[config.mk]
export PLATFORM = sky130hd
export DESIGN_NAME = rhcs_top
export DESIGN_NICKNAME = d
export VERILOG_FILES = /design/src/hdl/rhcs_pkg.sv /design/src/hdl/rhcs_pwm_tick.sv /design/src/hdl/rhcs_top.sv
export SDC_FILE = /design/constraint.sdc
export NUM_CORES = 1
export LEC_CHECK = 0
export BUFFER_PORTS_ARGS = -buffer_cell sky130_fd_sc_hd__buf_4
export CAP_MARGIN = 20
export CORE_ASPECT_RATIO = 2
export CORE_MARGIN = 3
export CORE_UTILIZATION = 25
export CTS_CLUSTER_DIAMETER = 150
export DETAILED_ROUTE_END_ITERATION = 6
export GPL_ROUTABILITY_DRIVEN = 1
export GPL_TIMING_DRIVEN = 0
export PLACE_DENSITY = 0.44
export SYNTH_ARGS = -nofsm -noshare
export SYNTH_HDL_FRONTEND = slang
export SYNTH_SLANG_ARGS = --single-unit
[constraint.sdc]
create_clock -name MCLK -period 2.75 [get_ports MCLK]
set_input_delay 0.1375 -clock MCLK [delete_from_list [all_inputs] [get_ports MCLK]]
set_output_delay 0.1375 -clock MCLK [all_outputs]
set_load 0.005 [all_outputs]
[src/hdl/rhcs_pkg.sv]
/*
 * Constants for the run/hold current selection block: register map,
 * field positions, reset values, divider counts and the current table.
 * Assumes a 10 MHz system clock and an APB register port.
 */
package rhcs_pkg;
    localparam int          CLK_HZ          = 10000000;
    localparam int          PWM_HZ          = 20000;
    localparam int          PWM_CYCLES      = CLK_HZ / PWM_HZ;
    localparam logic [11:0] ADDR_CTRL       = 12'h000;
    localparam logic [11:0] ADDR_CURRENT    = 12'h004;
    localparam logic [11:0] ADDR_STATUS     = 12'h008;
    localparam logic [11:0] ADDR_POSITION   = 12'h00C;
    localparam int          CTRL_RHP_BIT    = 0;
    localparam int          CTRL_ROTATION_SENSE_POLARITY_BIT   = 1;
    localparam int          CTRL_STEP_BIT   = 2;
    localparam int          CTRL_BOOST_BIT  = 3;
    localparam int          CTRL_MOTOR_DRIVE_ENABLE_BIT  = 4;
    localparam int          CTRL_SLEEP_BIT  = 5;
    localparam int          CUR_RUN_LSB     = 0;
    localparam int          CUR_HOLD_LSB    = 4;
    localparam logic [3:0]  RUN_CODE_RST    = 4'h0;
    localparam logic [3:0]  HOLD_CODE_RST   = 4'h0;
    localparam logic [6:0]  POS_RST         = 7'h00;
    localparam int          STAT_RHIN_BIT   = 0;
    localparam int          STAT_RUN_BIT    = 1;
    localparam int          STAT_BOOST_BIT  = 2;
    localparam int          STAT_DETEN_BIT  = 3;
    localparam int          STAT_DUTYZ_BIT  = 4;
    localparam int          STAT_AMP_LSB    = 16;
    localparam int          MA_RUN_MIN      = 59;
    localparam int          MA_RUN_MAX      = 800;
    localparam int          MA_BOOST_MAX    = 1100;
    typedef enum logic [0:0] {RHCS_HOLD, RHCS_RUN} rhcs_mode_t;
    // Peak current in mA per run code, unboosted then boosted
    localparam logic [10:0] MA_UNB [16] = '{11'd59, 11'd71, 11'd84, 11'd100,
        11'd119, 11'd141, 11'd168, 11'd200, 11'd238, 11'd283, 11'd336, 11'd400,
        11'd476, 11'd566, 11'd673, 11'd800};
    localparam logic [10:0] MA_BST [16] = '{11'd81, 11'd98, 11'd116, 11'd138,
        11'd164, 11'd194, 11'd231, 11'd275, 11'd327, 11'd389, 11'd462, 11'd550,
        11'd655, 11'd778, 11'd925, 11'd1100};
endpackage

[src/hdl/rhcs_pwm_tick.sv]
/*
 * Divider that gives a one-cycle enable at the start of every PWM period.
 * Assumes one system clock and an asynchronous active-high reset.
 */
`timescale 1ns/1ps
module rhcs_pwm_tick #(
    parameter int PERIOD = 500
) (
    // Clock and reset
    input  wire logic clk,
    input  wire logic rst,
    // Period start pulse
    output logic      tick
);
    initial begin
        if (PERIOD < 2 || PERIOD > 65535) begin
            $error("rhcs_pwm_tick: PERIOD out of range");
        end
    end

    logic [15:0] cnt_q;
    logic [15:0] cnt_d;

    always_comb begin
        cnt_d = (cnt_q == 16'(PERIOD - 1)) ? 16'h0000 : cnt_q + 16'h0001;
    end

    always_ff @(posedge clk or posedge rst) begin
        if (rst) begin
            cnt_q <= 16'h0000;
        end else begin
            cnt_q <= cnt_d;
        end
    end

    assign tick = (cnt_q == 16'(PERIOD - 1));
endmodule

[src/hdl/rhcs_top.sv]
/*
 * Run/hold mode and coil current amplitude selection with APB registers.
 * Assumes MCLK at 10 MHz, pins synchronous to MCLK, a thermal warning
 * level from the analog side, and a regulation stage taking the code.
 */
// Decided for this implementation: the APB register port and the register addresses.
`timescale 1ns/1ps
module rhcs_top #(
    parameter int PWM_PERIOD = rhcs_pkg::PWM_CYCLES
) (
    // Clock and reset
    input  wire logic        MCLK,
    input  wire logic        RST,
    // APB slave
    input  wire logic        PSEL,
    input  wire logic        PENABLE,
    input  wire logic        PWRITE,
    input  wire logic [11:0] PADDR,
    input  wire logic [31:0] PWDATA,
    input  wire logic [3:0]  PSTRB,
    output logic      [31:0] PRDATA,
    output logic             PREADY,
    output logic             PSLVERR,
    // Device pins and analog status
    input  wire logic        RUN_HOLD_INPUT,
    input  wire logic        STEP_ADVANCE_INPUT,
    input  wire logic        DIR_INPUT,
    input  wire logic        THERMAL_WARNING_LEVEL,
    // Toward translator and regulation stage
    output logic      [6:0]  POSITION,
    output logic      [3:0]  AMP_CODE,
    output logic             AMP_ZERO,
    output logic             BOOST_ACTIVE,
    output logic             BRIDGE_ENABLE,
    output logic             DETECT_ENABLE,
    output logic             DUTY_ZERO
);
    import rhcs_pkg::*;

    initial begin
        if (PWM_PERIOD < 2) begin
            $error("rhcs_top: PWM_PERIOD too small");
        end
    end

    logic pwm_tick;

    rhcs_pwm_tick #(
        .PERIOD (PWM_PERIOD)
    ) u_tick (
        .clk  (MCLK),
        .rst  (RST),
        .tick (pwm_tick)
    );

    // Register state
    logic       rhp_q,   rhp_d;
    logic       rotation_sense_polarity_q,  rotation_sense_polarity_d;
    logic       stepc_q, stepc_d;
    logic       boost_q, boost_d;
    logic       motor_drive_enable_q, motor_drive_enable_d;
    logic       sleep_q, sleep_d;
    logic [3:0] run_q,   run_d;
    logic [3:0] hold_q,  hold_d;
    logic [31:0] rdata_q, rdata_d;

    // Mode and motion state
    logic       step_pin_q, step_pin_d;
    logic [6:0] pos_q,      pos_d;
    logic [3:0] amp_q,      amp_d;
    logic       azero_q,    azero_d;
    logic       bst_q,      bst_d;
    logic       hz_q,       hz_d;

    rhcs_mode_t mode;
    logic       wr_en;
    logic       rd_en;
    logic       addr_ok;
    logic       step_evt;
    logic       dir_eff;
    logic       boost_eff;

    // Read data is latched in setup so it stands through the access cycle
    assign wr_en   = PSEL && PENABLE && PWRITE;
    assign rd_en   = PSEL && !PENABLE && !PWRITE;
    assign addr_ok = (PADDR == ADDR_CTRL) || (PADDR == ADDR_CURRENT) ||
                     (PADDR == ADDR_STATUS) || (PADDR == ADDR_POSITION);
    assign PREADY  = 1'b1;
    assign PSLVERR = PSEL && PENABLE && !addr_ok;

    assign mode      = (RUN_HOLD_INPUT ^ rhp_q) ? RHCS_RUN : RHCS_HOLD;
    assign dir_eff   = DIR_INPUT ^ rotation_sense_polarity_q;
    assign boost_eff = boost_q && !THERMAL_WARNING_LEVEL;
    // Pin edge or pending command, taken only while awake
    assign step_evt  = !sleep_q && ((STEP_ADVANCE_INPUT && !step_pin_q) || stepc_q);

    always_comb begin
        rhp_d   = rhp_q;
        rotation_sense_polarity_d  = rotation_sense_polarity_q;
        boost_d = boost_q;
        motor_drive_enable_d = motor_drive_enable_q;
        sleep_d = sleep_q;
        run_d   = run_q;
        hold_d  = hold_q;
        stepc_d = stepc_q;
        if (step_evt) begin
            stepc_d = 1'b0;
        end
        if (wr_en && PADDR == ADDR_CTRL && PSTRB[0]) begin
            rhp_d   = PWDATA[CTRL_RHP_BIT];
            rotation_sense_polarity_d  = PWDATA[CTRL_ROTATION_SENSE_POLARITY_BIT];
            boost_d = PWDATA[CTRL_BOOST_BIT];
            motor_drive_enable_d = PWDATA[CTRL_MOTOR_DRIVE_ENABLE_BIT];
            sleep_d = PWDATA[CTRL_SLEEP_BIT];
            // A new command wins over the self-clear
            if (PWDATA[CTRL_STEP_BIT]) begin
                stepc_d = 1'b1;
            end
        end
        if (wr_en && PADDR == ADDR_CURRENT && PSTRB[0]) begin
            run_d  = PWDATA[CUR_RUN_LSB +: 4];
            hold_d = PWDATA[CUR_HOLD_LSB +: 4];
        end
    end

    always_comb begin
        rdata_d = 32'h0000_0000;
        if (rd_en) begin
            case (PADDR)
                ADDR_CTRL: begin
                    rdata_d[CTRL_RHP_BIT]   = rhp_q;
                    rdata_d[CTRL_ROTATION_SENSE_POLARITY_BIT]  = rotation_sense_polarity_q;
                    rdata_d[CTRL_STEP_BIT]  = stepc_q;
                    rdata_d[CTRL_BOOST_BIT] = boost_q;
                    rdata_d[CTRL_MOTOR_DRIVE_ENABLE_BIT] = motor_drive_enable_q;
                    rdata_d[CTRL_SLEEP_BIT] = sleep_q;
                end
                ADDR_CURRENT: begin
                    rdata_d[CUR_RUN_LSB +: 4]  = run_q;
                    rdata_d[CUR_HOLD_LSB +: 4] = hold_q;
                end
                ADDR_STATUS: begin
                    rdata_d[STAT_RHIN_BIT]     = RUN_HOLD_INPUT;
                    rdata_d[STAT_RUN_BIT]      = (mode == RHCS_RUN);
                    rdata_d[STAT_BOOST_BIT]    = bst_q;
                    rdata_d[STAT_DETEN_BIT]    = DETECT_ENABLE;
                    rdata_d[STAT_DUTYZ_BIT]    = hz_q;
                    rdata_d[STAT_AMP_LSB +: 4] = amp_q;
                end
                ADDR_POSITION: begin
                    rdata_d[6:0] = pos_q;
                end
                default: begin
                    rdata_d = 32'h0000_0000;
                end
            endcase
        end
    end

    always_ff @(posedge MCLK or posedge RST) begin
        if (RST) begin
            rhp_q   <= 1'b0;
            rotation_sense_polarity_q  <= 1'b0;
            stepc_q <= 1'b0;
            boost_q <= 1'b0;
            motor_drive_enable_q <= 1'b0;
            sleep_q <= 1'b0;
            run_q   <= RUN_CODE_RST;
            hold_q  <= HOLD_CODE_RST;
            rdata_q <= 32'h0000_0000;
        end else begin
            rhp_q   <= rhp_d;
            rotation_sense_polarity_q  <= rotation_sense_polarity_d;
            stepc_q <= stepc_d;
            boost_q <= boost_d;
            motor_drive_enable_q <= motor_drive_enable_d;
            sleep_q <= sleep_d;
            run_q   <= run_d;
            hold_q  <= hold_d;
            rdata_q <= rdata_d;
        end
    end

    always_comb begin
        step_pin_d = STEP_ADVANCE_INPUT;
        pos_d      = pos_q;
        amp_d      = amp_q;
        azero_d    = azero_q;
        bst_d      = bst_q;
        hz_d       = hz_q;
        // Mode gating holds even with the bridges off
        if (step_evt && mode == RHCS_RUN) begin
            pos_d = dir_eff ? pos_q + 7'h01 : pos_q - 7'h01;
        end
        // Hold code n is run code n-1; hold 0 means no current
        if (pwm_tick && !sleep_q) begin
            if (mode == RHCS_RUN) begin
                amp_d   = run_q;
                azero_d = 1'b0;
                hz_d    = 1'b0;
            end else begin
                amp_d   = (hold_q == 4'h0) ? 4'h0 : hold_q - 4'h1;
                azero_d = (hold_q == 4'h0);
                hz_d    = (hold_q == 4'h0);
            end
            bst_d = boost_eff;
        end
        if (THERMAL_WARNING_LEVEL) begin
            bst_d = 1'b0;
        end
    end

    always_ff @(posedge MCLK or posedge RST) begin
        if (RST) begin
            step_pin_q <= 1'b0;
            pos_q      <= POS_RST;
            amp_q      <= 4'h0;
            azero_q    <= 1'b1;
            bst_q      <= 1'b0;
            hz_q       <= 1'b0;
        end else begin
            step_pin_q <= step_pin_d;
            if (!sleep_q) begin
                pos_q <= pos_d;
            end
            amp_q   <= amp_d;
            azero_q <= azero_d;
            bst_q   <= bst_d;
            hz_q    <= hz_d;
        end
    end

    assign PRDATA        = rdata_q;
    assign POSITION      = pos_q;
    assign AMP_CODE      = amp_q;
    assign AMP_ZERO      = azero_q;
    assign BOOST_ACTIVE  = bst_q;
    assign BRIDGE_ENABLE = motor_drive_enable_q && !sleep_q;
    assign DETECT_ENABLE = !hz_q && !sleep_q;
    assign DUTY_ZERO     = hz_q || azero_q;

    a_hold_freezes_pos: assert property (@(posedge MCLK) disable iff (RST)
        (mode == RHCS_HOLD) |=> $stable(pos_q))
        else $error("position moved in hold");
    a_run_step_moves: assert property (@(posedge MCLK) disable iff (RST)
        (step_evt && mode == RHCS_RUN && dir_eff) |=> pos_q == $past(pos_q) + 7'h01)
        else $error("run step did not advance");
    a_boost_thermal_off: assert property (@(posedge MCLK) disable iff (RST)
        THERMAL_WARNING_LEVEL |=> !bst_q)
        else $error("boost active above thermal warning");
    a_cmd_self_clear: assert property (@(posedge MCLK) disable iff (RST)
        (stepc_q && !sleep_q && !(wr_en && PADDR == ADDR_CTRL)) |=> !stepc_q)
        else $error("step command did not clear");
    a_amp_on_tick: assert property (@(posedge MCLK) disable iff (RST)
        (!pwm_tick && !THERMAL_WARNING_LEVEL) |=> $stable(amp_q) && $stable(bst_q))
        else $error("amplitude changed outside period start");
    a_hold_zero_det: assert property (@(posedge MCLK) disable iff (RST)
        (pwm_tick && !sleep_q && mode == RHCS_HOLD && hold_q == 4'h0)
        |=> !DETECT_ENABLE && DUTY_ZERO)
        else $error("detection not disabled at zero hold");
    a_hold_code_map: assert property (@(posedge MCLK) disable iff (RST)
        (pwm_tick && !sleep_q && mode == RHCS_HOLD && hold_q != 4'h0)
        |=> amp_q == $past(hold_q) - 4'h1)
        else $error("hold code mapping wrong");
    a_sleep_no_move: assert property (@(posedge MCLK) disable iff (RST)
        sleep_q |=> $stable(pos_q))
        else $error("position moved in sleep");

    // Amplitude selection per period
    a_run_amp_code: assert property (@(posedge MCLK) disable iff (RST)
        (pwm_tick && !sleep_q && mode == RHCS_RUN) |=> AMP_CODE == $past(run_q))
        else $error("run code not selected");
    a_run_not_zero: assert property (@(posedge MCLK) disable iff (RST)
        (pwm_tick && !sleep_q && mode == RHCS_RUN) |=> !AMP_ZERO)
        else $error("zero current flagged in run");
    a_hold_amp_zero: assert property (@(posedge MCLK) disable iff (RST)
        (pwm_tick && !sleep_q && mode == RHCS_HOLD && hold_q == 4'h0) |=> AMP_CODE == 4'h0 && AMP_ZERO)
        else $error("zero hold code not zero current");
    a_run_detect_on: assert property (@(posedge MCLK) disable iff (RST)
        (pwm_tick && !sleep_q && mode == RHCS_RUN) |=> !hz_q)
        else $error("detection left off in run");
    a_code_write_wait: assert property (@(posedge MCLK) disable iff (RST)
        (wr_en && PADDR == ADDR_CURRENT && !pwm_tick) |=> $stable(amp_q))
        else $error("current code applied before period start");

    // Stepping
    a_run_step_back: assert property (@(posedge MCLK) disable iff (RST)
        (step_evt && mode == RHCS_RUN && !dir_eff) |=> pos_q == $past(pos_q) - 7'h01)
        else $error("reverse step did not go back");
    a_step_any_drive: assert property (@(posedge MCLK) disable iff (RST)
        (step_evt && mode == RHCS_RUN && !motor_drive_enable_q) |=> pos_q != $past(pos_q))
        else $error("step lost with drive disabled");
    a_pos_idle: assert property (@(posedge MCLK) disable iff (RST)
        !step_evt |=> $stable(pos_q))
        else $error("position moved without a step");

    // Status read-back
    a_status_mode: assert property (@(posedge MCLK) disable iff (RST)
        (rd_en && PADDR == ADDR_STATUS) |=> PRDATA[STAT_RUN_BIT] == $past(RUN_HOLD_INPUT ^ rhp_q))
        else $error("status run flag wrong");
    a_status_boost: assert property (@(posedge MCLK) disable iff (RST)
        (rd_en && PADDR == ADDR_STATUS) |=> PRDATA[STAT_BOOST_BIT] == $past(bst_q))
        else $error("status boost flag wrong");
    a_status_pin: assert property (@(posedge MCLK) disable iff (RST)
        (rd_en && PADDR == ADDR_STATUS) |=> PRDATA[STAT_RHIN_BIT] == $past(RUN_HOLD_INPUT))
        else $error("status pin flag wrong");
    a_status_duty: assert property (@(posedge MCLK) disable iff (RST)
        (rd_en && PADDR == ADDR_STATUS) |=> PRDATA[STAT_DUTYZ_BIT] == $past(hz_q))
        else $error("status duty flag wrong");
    a_unmapped_read: assert property (@(posedge MCLK) disable iff (RST)
        (rd_en && !addr_ok) |=> PRDATA == 32'h0000_0000)
        else $error("unmapped read not zero");

    // Boost
    a_boost_grant: assert property (@(posedge MCLK) disable iff (RST)
        (pwm_tick && !sleep_q && boost_q && !THERMAL_WARNING_LEVEL) |=> BOOST_ACTIVE)
        else $error("boost not granted");
    a_boost_no_req: assert property (@(posedge MCLK) disable iff (RST)
        (pwm_tick && !sleep_q && !boost_q) |=> !BOOST_ACTIVE)
        else $error("boost active without request");

    // Command and sleep
    a_cmd_sets_step: assert property (@(posedge MCLK) disable iff (RST)
        (wr_en && PADDR == ADDR_CTRL && PSTRB[0] && PWDATA[CTRL_STEP_BIT]) |=> stepc_q)
        else $error("step command not taken");
    a_sleep_amp_hold: assert property (@(posedge MCLK) disable iff (RST)
        (sleep_q && !THERMAL_WARNING_LEVEL) |=> $stable(amp_q) && $stable(bst_q))
        else $error("amplitude changed in sleep");
endmodule

==> After elaboration in Yosys (flattened, before gate mapping) <==
Index checks and enable logic that the tools add are counted.
{ "totals": {"regBits": 77, "input_bits": 57, "output_inout_bits": 50} }
{ "classes": {"n_addsub": 4, "eq_ne": 4, "muxes": 17, "bitwise": 3, "n_reduce_logical": 32} }
{ "ops": {"columns": ["cell", "n"], "rows": [
  ["== test 12 x 4 -> 1 bit, second input constant", 2],
  ["two-way mux 20 bit", 1],
  ["one-hot mux 5 bit (4 select lines)", 1],
  ["adder 16 x 1 -> 16 bit, second input constant", 1],
  ["== test 16 x 9 -> 1 bit, second input constant", 1],
  ["logical AND 1 bit", 16],
  ["two-way mux 16 bit", 1],
  ["== test 12 x 3 -> 1 bit, second input constant", 1],
  ["zero test 12 bit", 1],
  ["two-way mux 4 bit", 3],
  ["two-way mux 1 bit", 8],
  ["adder 7 x 1 -> 7 bit, second input constant", 1],
  ["zero test 1 bit", 7],
  ["two-way mux 7 bit", 1],
  ["subtractor 7 x 1 -> 7 bit, second input constant", 1],
  ["logical OR 1 bit", 5],
  ["zero test 4 bit", 1],
  ["subtractor 4 x 1 -> 4 bit, second input constant", 1],
  ["one-hot mux 1 bit (3 select lines)", 1],
  ["one-hot mux 1 bit (2 select lines)", 1],
  ["AND reduction 2 bit", 1],
  ["nonzero test 2 bit", 1],
  ["XOR 1 bit", 2],
  ["NOT 1 bit", 1]
]} }

==> Longest topological paths before layout <==
Gate-level depths: netlist of run 1.
{ "depth": {"word_depth": 7, "ltp_mapped": 8, "ltp_nobuf": 7} }

==> Hierarchy <==
A second synthesis of run 1 with hierarchy kept.
{ "hier_totals": {"cells_unflattened": 262, "area_unflattened_um2": 2944.1} }
{ "by_module_without_submodules": {"columns": ["mod", "instances", "cells_each", "area_each_um2"], "rows": [
  ["rhcs_top", 1, 190, 2165.8],
  ["rhcs_pwm_tick", 1, 72, 778.2]
]} }

==> Worst setup path before layout of run 1 <==
Ideal clock, no wire load.
{ "synth_timing": {"path_type": "register -> register", "from": "register rotation_sense_polarity_q", "to": "register pos_q[6], in the netlist POSITION[6]", "setup_ns": 0.079, "arrival_time_ns": 2.143, "required_time_ns": 2.671, "path_slack_ns": 0.528, "stages_incl_launch_ff": 9, "path_buffers": 1, "path_cell_list": "dfrtp_1 xor2_1 clkbuf_1 xnor2_1 ha_1 or2_2 or4_1 a21oi_1 xor2_1"} }
{ "synth_via": {"elab_chain_len": 2} }
{ "synth_rtl": {"columns": ["element", "line", "source"], "rows": [
  ["start, declared", "rhcs_top.sv:58", "logic rotation_sense_polarity_q, rotation_sense_polarity_d;"],
  ["start signal, assigned", "rhcs_top.sv:173", "rotation_sense_polarity_q <= rotation_sense_polarity_d;"],
  ["XOR 1 bit", "rhcs_top.sv:92", "assign dir_eff = DIR_INPUT ^ rotation_sense_polarity_q;"],
  ["two-way mux 7 bit", "rhcs_top.sv:193", "pos_d = dir_eff ? pos_q + 7'h01 : pos_q - 7'h01;"],
  ["end signal, assigned", "rhcs_top.sv:224", "pos_q <= pos_d;"],
  ["end, declared", "rhcs_top.sv:69", "logic [6:0] pos_q, pos_d;"]
]} }
No other way between the ends.
A chain may end at the register's enable or synchronous reset.

==> Worst setup path in the final report of run 1 <==
Ends and elaborated chain as after synthesis.

==> results of run 1 <==
==> registers in the layout, indices dropped and copies added (netlist names) <==
name,count
PRDATA,12
AMP_CODE,4
sleep_q,1
run_q,4
motor_drive_enable_q,1
hz_q,1
rotation_sense_polarity_q,1
u_tick.cnt_q,16
step_pin_q,1
POSITION,7
rhp_q,1
BOOST_ACTIVE,1
boost_q,1
AMP_ZERO,1
stepc_q,1
hold_q,4
==> placed cells by master, fill, tap and decap left out, drive strengths merged, types with 2 or more instances in the layout <==
master,synthesis,final
nor3,2,2
conb,2,21
dfrtp,56,56
inv,2,2
xor2,10,10
nor3b,4,4
ha,2,2
and2,6,6
nand4,8,8
mux2,17,17
nand3,10,10
nor2b,4,4
o211ai,2,2
a22oi,4,4
clkbuf,2,16
and4b,2,2
buf,24,82
nand2,15,15
or2,4,4
xnor2,14,14
dlygate4sd3,0,3
mux2i,5,5
and4,3,3
o21ai,12,12
nor4,4,4
and3,8,8
or4,5,5
nor4b,2,2
a21oi,8,8
nor2,18,18
==> stage by stage <==
step | instances | utilization (%) | hold slack (ps) | total power [uW]
final | 499 | 34.3 | 45.1 | 2310
after global routing | 499 | 34.3 | 42.4 | 2440
after floorplan | 282 | - | 169 | 1150
after detailed placement | 482 | 31.7 | 229 | 1340
after CTS | 499 | 34.3 | 37.1 | 2350
after global placement | 481 | 31.5 | 254 | 1340
==> area by class of cell <==
class,count,area (sq um),area share [%]
tap,142,178,4.56
timing repair buffer,61,478,12.3
sequential,57,1430,36.7
inverter,2,7.51,0.193
clock buffer,14,264,6.78
multi-input combinational,197,1360,34.9
buffer,26,179,4.60
==> layer usage <==
metal	vias up	track usage, %
met4	0	7.29
met1	1060	12.6
met5	-	0
li1	1067	-
met2	61	23.4
met3	19	2.94
==> final timing paths <==
| kind | slack, ps | endpoint | cells past startpoint | from |
|---|---|---|---|---|
| min reg2reg | 480 | u_tick.cnt_q[15] | 1 | u_tick.cnt_q[15] |
| max in group asynchronous | 1680 | AMP_ZERO | 4 | RST |
| min | 50 | hold_q[3] | 2 | PWDATA[7] |
| max | 270 | POSITION[6] | 8 | rotation_sense_polarity_q |
| max reg2reg | 270 | POSITION[6] | 8 | rotation_sense_polarity_q |
| min in group asynchronous | 440 | PRDATA[4] | 3 | RST |
==> cells by family after synthesis <==
| group | synth area share [%] |
|---|---|
| XOR/XNOR | 7.24 |
| multiplexers | 9.10 |
| flip-flops | 49.2 |
| AND/OR/NAND/NOR | 21.3 |
| other | 0.259 |
| AO/OA/AOI/OAI | 5.56 |
| buffers and inverters | 6.43 |
| adder cells (fa/ha/maj) | 0.862 |
==> critical path: cells and delay by family (launching register included) <==
family,cells,cell delay (ps)
simple gates,2,780
buf+inv,1,330
flops,1,400
fa+ha+maj,1,220
xor+xnor,3,490
compound gates,1,180
==> where the power goes <==
group | leakage [uW] | switching (uW) | internal, uW
clock | 0.000129 | 342 | 646
combinational | 0.000989 | 138 | 199
sequential | 0.000744 | 93.7 | 894
total | 0.00186 | 573 | 1740
==> results.md, run 1 <==
* Cell Area, Synth at roughly 2900 sq um
* Commonest register cell after synthesis: dfrtp_1
* Uppermost layer routed: met4
* Initial drt markers at 86
* Ratio of cells with drive above 1 in the final layout at 33.6%
* Hold Buf Count CTS at 3
* M1 WL at around 2600 um
* Power Dens Cells at ~590 nW/um^2
* Max cap viols at 0
* Later-pin clock latency in the skew report at ~330 ps
* First-pass GRT wire length at around 12000 um
* Post-DRT Antenna Nets at 0
* CP dominant cell by count: xor2_1
* CP cell instances: xor2_1 -> clkbuf_1 -> xnor2_1 -> ha_1 -> or2_2 -> or4_1 -> a21oi_1 -> xor2_1
* Die area at between 10000 and 15000 sq um
* Cells after synthesis at about 260
* Final-report max-slew violation count at 0
* Worst Setup Start Kind: flop
* CTS Buffer Depth at 2
* Clock root cell: clkbuf_16
* Row count at 55
* CP peak stage delay at approximately 480 ps
* Setup CP Type: reg2reg
* Yosys reg bits at 57
* Synthesis Warnings at 0
* Yosys top cell by area: dfrtp_1
* Number of setup violations in the final report at 0
* Avg Vias per Cell at 4.42
* Dpl hpwl at just over 6000 um
* Ratio of final minimum period to clock period at between 90% and 100%
* Worst slew pin tran at between 700 and 800 ps
* Met2 WL at approximately 4400 um
* Routed Wire Length at ~7600 um
* Fin worst setup slack at 274 ps
* Drt drc at 0
* Yosys cell types at between 40 and 50
* Cts bufs inserted at 9
* Status: finished, final reports clean
* Via count at approximately 2200
* Post-DP Area at between 3000 and 4000 sq um
* Hold WC Path Type: in2reg
* Port bufs at 57
* Count leader, synth: dfrtp_1
* RSZ-0062 raised after global routing: no
* Top cell type's share of synthesized area at about half
* Max Fclk at 0.404 GHz
* Reg clk slew, reported paths at 50 ps
* GRT Util Overall at around an eighth
* First-pass DRT Iterations at 4
* Fill cell count at 1196
* Crit-path slowest cell: or4_1
* Io pins at between 100 and 150
* Final Critical Period at ~2500 ps
* GP Congestion at ~0.84
* Register area share after synthesis at 49.2%
* Largest net degree at the start of global routing at 35
* CP max FO at 10
* Final hold violation count at 0
* Commonest cells in the netlist: dfrtp_1, buf_4, nor2_1
* TNS Setup at 0 ps
* Setup Fix Bufs, Post-CTS at 0
* Post-synth EDFFs at 0
* Post-Syn Area per Cell at 11.0 sq um
* Die X at roughly 82 um
* Critical path arrival at 2720 ps
* Fin nets at 413
* Place WS at around 260 ps
* CP endpoint kind: flop
* Layout area overhead at 34.2%
* Tightest slew margin relative to the limit at between 40% and 50%
* CTS tree: built
* Critical path required time at roughly 3000 ps
* Number of global-route vias before repair at about 2300
* Static Leak at approximately 0.0019 uW
* Initial antenna violation count at 0
* GR Overflow Total at 0
* Core area at around 11000 sq um
* Resized cells post-CTS at 0
* Main area contributors after synthesis: dfrtp_1, mux2_2, buf_4
* H-tree depth at 3
* CTS sink cnt at between 50 and 60
* Finished Cell Area at just under 4000 sq um
* Met3 Routed Length at approximately 350 um
* Diode count at 0
* Initial Util at 25.6%
* Avg WL per Cell at 15.3 um
* Skew final at roughly 6.4 ps
* DIE HEIGHT at 158 um
* VDD IR-drop max at 0.000313 V
* Async S/R FF share, synth at 100%
No activity file was read; power rests on OpenSTA's default activity.
==> run 2: changes to the inputs <==
- REMOVE_ABC_BUFFERS: unset -> 1
==> run 2 against run 1 <==
Net effect:
- power grew 5.7%
- critical path depth shrank 1
- sequential power is essentially flat
- worst setup slack lost 81 ps
- worst hold slack better by 2.1 ps
- utilization decreased by 1.1 points
- combinational power down 8.0%
- cell area decreased by 3.2%
- maximum frequency fell by 3.2%
- first-iteration DRC count is 23% lower
- wire length fell by 2.4%
- sequential cell count is the same
==> results.md, run 2 (synthesis results as in run 1) <==
* Avg WL per Cell at 15.6 um (was 15.3 um)
* Post-Layout Cell Count at 476 (was 499)
* Worst slew pin tran at 724 ps (was 762 ps)
* Routed Wire Length at 7450 um (was 7630 um)
* Ratio of final minimum period to clock period at 93.0% (was 90.0%)
* Core area at 11400 sq um (unchanged)
* Worst Setup Start Kind: flop (unchanged)
* Avg Vias per Cell at 4.41 (was 4.42)
* Ratio of cells with drive above 1 in the final layout at 30.2% (was 33.6%)
* Initial antenna violation count at 0 (unchanged)
* Cts bufs inserted at 9 (unchanged)
* GRT Util Overall at 12.5% (was 12.7%)
* Total Power at 2440 uW (was 2310 uW)
* Drt drc at 0 (unchanged)
* Initial drt markers at 66 (was 86)
* Final-report max-slew violation count at 0 (unchanged)
* DIE HEIGHT at 158 um (unchanged)
* CTS sink cnt at 57 (unchanged)
* Static Leak at 0.00176 uW (was 0.00186 uW)
* GP Congestion at 0.786 (was 0.844)
* H-tree depth at 3 (unchanged)
* Final Critical Period at 2560 ps (was 2480 ps)
* Diode count at 0 (unchanged)
* First-pass DRT Iterations at 4 (unchanged)
* Fin worst setup slack at 193 ps (was 274 ps)
* Dpl hpwl at 5760 um (was 6130 um)
* Clock root cell: clkbuf_16 (unchanged)
* CP max FO at 11 (was 10)
* Setup CP Type: reg2reg (unchanged)
* Number of global-route vias before repair at 2073 (was 2277)
* Max reg flops at 16 (unchanged)
* Place WS at 188 ps (was 256 ps)
* Io pins at 107 (unchanged)
* Status: finished, final reports clean (unchanged)
* Reg clk slew, reported paths at 50 ps (about the same)
* Final hold violation count at 0 (unchanged)
* First-pass GRT wire length at 11700 um (was 12000 um)
* Commonest non-fill, non-tap cell in the layout: buf_4 (unchanged)
* Later-pin clock latency in the skew report at 320 ps (was 330 ps)
* Fill cell count at 1210 (was 1196)
* Commonest non-fill, non-tap cells in the layout: buf_4, dfrtp_1, conb_1 (unchanged)
* Largest net degree at the start of global routing at 39 (was 35)
* Layout area overhead at 29.8% (was 34.2%)
* Die area at 13000 sq um (unchanged)
* Power Dens Cells at 649 nW/um^2 (was 594 nW/um^2)
* Critical path required time at 3000 ps (about the same)
* Post-DRT Antenna Nets at 0 (unchanged)
* Via count at 2100 (was 2207)
* Initial Util at 25.6% (unchanged)
* Most flops, register: u_tick.cnt_q (unchanged)
* CTS Buffer Depth at 2 (unchanged)
* Max Fclk at 0.391 GHz (was 0.404 GHz)
* Fin nets at 388 (was 413)
* Row count at 55 (unchanged)
* Die X at 82.2 um (unchanged)
* Cell total after placement at 457 (was 482)
* CTS tree: built (unchanged)
* Tightest slew margin relative to the limit at 51.5% (was 49.0%)
* Skew final at 4.27 ps (was 6.42 ps)
* VDD IR-drop max at 0.000300 V (was 0.000313 V)
* CP endpoint kind: flop (unchanged)
* RSZ-0062 raised after global routing: no (unchanged)
* TNS Setup at 0 ps (unchanged)
* Critical path arrival at 2800 ps (was 2720 ps)
* GR Overflow Total at 0 (unchanged)
* Number of setup violations in the final report at 0 (unchanged)
* Port bufs at 58 (was 57)
* Max cap viols at 0 (unchanged)
* Hold WC Path Type: in2reg (unchanged)
==> run 2: timing repair <==
item | in CTS | in global routing
gates resized for setup | 0 | 0
setup buffers | 0 | 0
hold buffers | 3 | 0
endpoints found under the hold margin | 21 | 0
==> run 2: stage by stage <==
step                      util (%)  instance area, sq um  hold slack (ps)
after floorplan                  -                  2790              169
after global placement        30.0                  3410              256
after detailed placement      30.2                  3430              186
after CTS                     33.2                  3770             36.1
after global routing          33.2                  3770             43.3
final                         33.2                  3770             47.2
==> run 2: layout make-up <==
| class | count | area [sq um] | area share [%] |
|---|---|---|---|
| clock buffer | 14 | 274 | 7.28 |
| multi-input combinational | 197 | 1360 | 36.1 |
| tap | 142 | 178 | 4.72 |
| clock inverter | 2 | 35.0 | 0.930 |
| inverter | 2 | 7.51 | 0.199 |
| sequential | 57 | 1430 | 37.9 |
| timing repair buffer | 62 | 485 | 12.9 |
==> run 2: power breakdown <==
| group | total [uW] | switching (uW) | internal [uW] | leakage (uW) |
|---|---|---|---|---|
| registers | 990 | 96.4 | 893 | 0.000744 |
| logic | 310 | 130 | 180 | 0.000868 |
| clock network | 1140 | 370 | 773 | 0.000153 |
==> run 2: worst max-delay path, stage by stage, from the launching register on <==
cell and delay, ps:
dfrtp_1 410, xor2_1 570, xnor2_1 130, ha_1 230
or2_2 290, or4_1 470, a21oi_1 220, xor2_1 160
==> run 2: final timing paths <==
path	from	cells past startpoint	slack (ps)	to
min in group asynchronous	RST	3	390	u_tick.cnt_q[4]
max in group asynchronous	RST	4	1740	AMP_ZERO
setup reg to reg	rotation_sense_polarity_q	7	190	POSITION[6]
hold reg to reg	u_tick.cnt_q[15]	1	480	u_tick.cnt_q[15]
hold / removal	PWDATA[6]	2	50	hold_q[2]
setup / recovery	rotation_sense_polarity_q	7	190	POSITION[6]
==> run 2: routing by layer <==
metal	track usage, %	share of wire (%)	vias up
met5	0	0	-
li1	-	-	1024
met4	5.47	1.9	0
met1	13.6	37	1023
met2	22.5	57	48
met3	2.72	3.9	5
==> run 3: changes to the inputs <==
- CELL_PAD_IN_SITES_DETAIL_PLACEMENT: unset -> 0
- CELL_PAD_IN_SITES_GLOBAL_PLACEMENT: unset -> 1
- CTS_BUF_LIST: unset -> sky130_fd_sc_hd__clkbuf_8
- PLACE_DENSITY: 0.44 -> 0.63
==> run 3 against run 2 <==
Net effect:
- worst setup slack hardly changed
- maximum frequency barely moved
- clock power decreased by 40%
- sequential cell count unchanged
- combinational power about the same
- non-clock buffer count unchanged
- clock skew is essentially flat
- critical endpoint unchanged
- largest cell class unchanged
- largest power group is now sequential cells
==> results.md, run 3 (synthesis results as in run 1) <==
* Final-report max-slew violation count at 0 (unchanged)
* Static Leak at 0.00171 uW (was 0.00176 uW)
* Sw power at 553 uW (was 597 uW)
* Sw Share at 27.8% (was 24.4%)
* Max reg flops at 16 (unchanged)
* Ratio of cells with drive above 1 in the final layout at 30.2% (unchanged)
* CTS tree: built (unchanged)
* Hold Crit Depth at 2 (unchanged)
* Ratio of final minimum period to clock period at 93.0% (about the same)
* Critical path arrival at 2820 ps (was 2800 ps)
* Crit-path slowest cell: xor2_1 (unchanged)
* Power Dens Cells at 548 nW/um^2 (was 649 nW/um^2)
* Port bufs at 58 (unchanged)
* Final hold violation count at 0 (unchanged)
* GP Congestion at 0.813 (was 0.786)
* Initial Util at 25.6% (unchanged)
* Fin util at 32.0% (was 33.2%)
* GRT Util Overall at 11.9% (was 12.5%)
* Max cap viols at 0 (unchanged)
* Cts bufs inserted at 9 (unchanged)
* Diode count at 0 (unchanged)
* Commonest non-fill, non-tap cell in the layout: buf_4 (unchanged)
* Initial antenna violation count at 0 (unchanged)
* Setup CP Type: reg2reg (unchanged)
* Commonest non-fill, non-tap cells in the layout: buf_4, dfrtp_1, conb_1 (unchanged)
* Number of global-route vias before repair at 2113 (was 2073)
* Avg Vias per Cell at 4.45 (was 4.41)
* Die area at 13000 sq um (unchanged)
* DIE HEIGHT at 158 um (unchanged)
* Setup Fix Bufs, Post-CTS at 0 (unchanged)
* Worst slew pin tran at 712 ps (was 724 ps)
* TNS Setup at 0 ps (unchanged)
* Initial drt markers at 54 (was 66)
* Die X at 82.2 um (unchanged)
* Most flops, register: u_tick.cnt_q (unchanged)
* Resized cells post-CTS at 0 (unchanged)
* Critical path required time at 3010 ps (was 3000 ps)
* Worst r2r path cells at 7 (unchanged)
* Layout area overhead at 25.1% (was 29.8%)
* Dpl hpwl at 5700 um (was 5760 um)
* Row count at 55 (unchanged)
* Reg2reg end: POSITION[6] (unchanged)
* Largest net degree at the start of global routing at 37 (was 39)
* Tightest slew margin relative to the limit at 52.4% (was 51.5%)
* First-pass GRT wire length at 11300 um (was 11700 um)
* Routed Wire Length at 7180 um (was 7450 um)
* Max Fclk at 0.391 GHz (about the same)
* Skew final at 3.78 ps (was 4.27 ps)
* Post-DRT Antenna Nets at 0 (unchanged)
* Core area at 11400 sq um (unchanged)
* Via count at 2119 (was 2100)
* Sequential Power Share at 49.7% (was 40.5%)
* RSZ-0062 raised after global routing: no (unchanged)
* Worst Setup Start Kind: flop (unchanged)
* CTS Buffer Depth at 2 (unchanged)
* Worst reg2reg startpoint: rotation_sense_polarity_q (unchanged)
* CP peak stage delay at 590 ps (was 570 ps)
* Fin nets at 388 (unchanged)
* CP dominant cell by count: xor2_1 (unchanged)
* H-tree depth at 3 (unchanged)
* FF-to-FF setup slack at 190 ps (about the same)
* CP cell instances: xor2_1 -> xnor2_1 -> ha_1 -> or2_2 -> or4_1 -> a21oi_1 -> xor2_1 (unchanged)
* First-pass DRT Iterations at 4 (unchanged)
* Hold_sp: PWDATA[2] (was PWDATA[6])
* Avg WL per Cell at 15.1 um (was 15.6 um)
* Reg clk slew, reported paths at 60 ps (was 50 ps)
* GR Overflow Total at 0 (unchanged)
* CTS sink cnt at 57 (unchanged)
* VDD IR-drop max at 0.000250 V (was 0.000300 V)
* Later-pin clock latency in the skew report at 340 ps (was 320 ps)
* CP max FO at 11 (unchanged)
* Combinational share of power at 15.7% (was 12.7%)
* Clock power share at 34.6% (was 46.8%)
* Fill cell count at 1195 (was 1210)
* Hold Buf Count CTS at 3 (unchanged)
* Family with the most delay on the worst path: XOR/XNOR gates (unchanged)
* Io pins at 107 (unchanged)
* Hold WC Path Type: in2reg (unchanged)
* CP endpoint kind: flop (unchanged)
* Number of setup violations in the final report at 0 (unchanged)
* Final Critical Period at 2560 ps (about the same)
* Hold Path End: stepc_q (was hold_q[2])
* Status: finished, final reports clean (unchanged)
* Crit path buf inv count at 0 (unchanged)
* Clock root cell: clkbuf_8 (was clkbuf_16)
* Drt drc at 0 (unchanged)
* Internal at 1440 uW (was 1850 uW)
run 3: changes by cell type in the layout (fill, tap and decap cells not counted), sizes merged:
| cell | delta |
|---|---|
| clkbuf | -3 |
| inv | +2 |
| clkinv | +2 |
| bufinv | -1 |
run 3: area by class of cell:
cell class | count | area, sq um | area share (%)
tap | 142 | 178 | 4.89
clock buffer | 11 | 151 | 4.17
multi-input combinational | 197 | 1360 | 37.4
clock inverter | 5 | 22.5 | 0.620
inverter | 2 | 7.51 | 0.207
sequential | 57 | 1430 | 39.3
timing repair buffer | 62 | 485 | 13.4
run 3: metrics by stage:
stage          setup slack [ps]  power (uW)  area, sq um  cells  hold WS (ps)
2_1_floorplan               482        1130         2790    256           169
3_3_place_gp                206        1310         3410    456           256
3_5_place_dp                175        1320         3430    457           199
4_1_cts                     161        2030         3630    476          12.6
5_1_grt                    38.4        2120         3630    476          25.0
6_report                    193        1990         3630    476          31.6
run 3: worst max-delay path by stage:
stage / startpoint / end / cells after the start / slack (ps)
floorplan: rotation_sense_polarity_q / POSITION[6] / 7 / 480
global placement: rotation_sense_polarity_q / POSITION[6] / 7 / 210
detailed placement: rotation_sense_polarity_q / POSITION[6] / 7 / 170
CTS: rotation_sense_polarity_q / POSITION[6] / 7 / 160
global route: rotation_sense_polarity_q / POSITION[6] / 7 / 40
finish: rotation_sense_polarity_q / POSITION[6] / 7 / 190
run 3: worst register-to-register path: stages, from the launching register on:
cell	delay (ps)
dfrtp_1	400
xor2_1	590
xnor2_1	130
ha_1	230
or2_2	300
or4_1	470
a21oi_1	200
xor2_1	160
run 3: per-layer routing:
layer | vias to the layer above | share of wire, % | GRT usage (%)
li1 | 1020 | - | -
met1 | 1027 | 35 | 12.1
met4 | 0 | 3.3 | 6.50
met3 | 14 | 4.4 | 3.11
met2 | 58 | 58 | 21.5
met5 | - | 0 | 0
run 3: power by group through the flow:
stage                     combinational (uW)  sequential [uW]  clock, uW
after floorplan                          148              979          0
after global placement                   310             1000          0
after detailed placement                 316             1000          0
after CTS                                321              990        714
after global routing                     354             1000        757
final                                    312              988        688
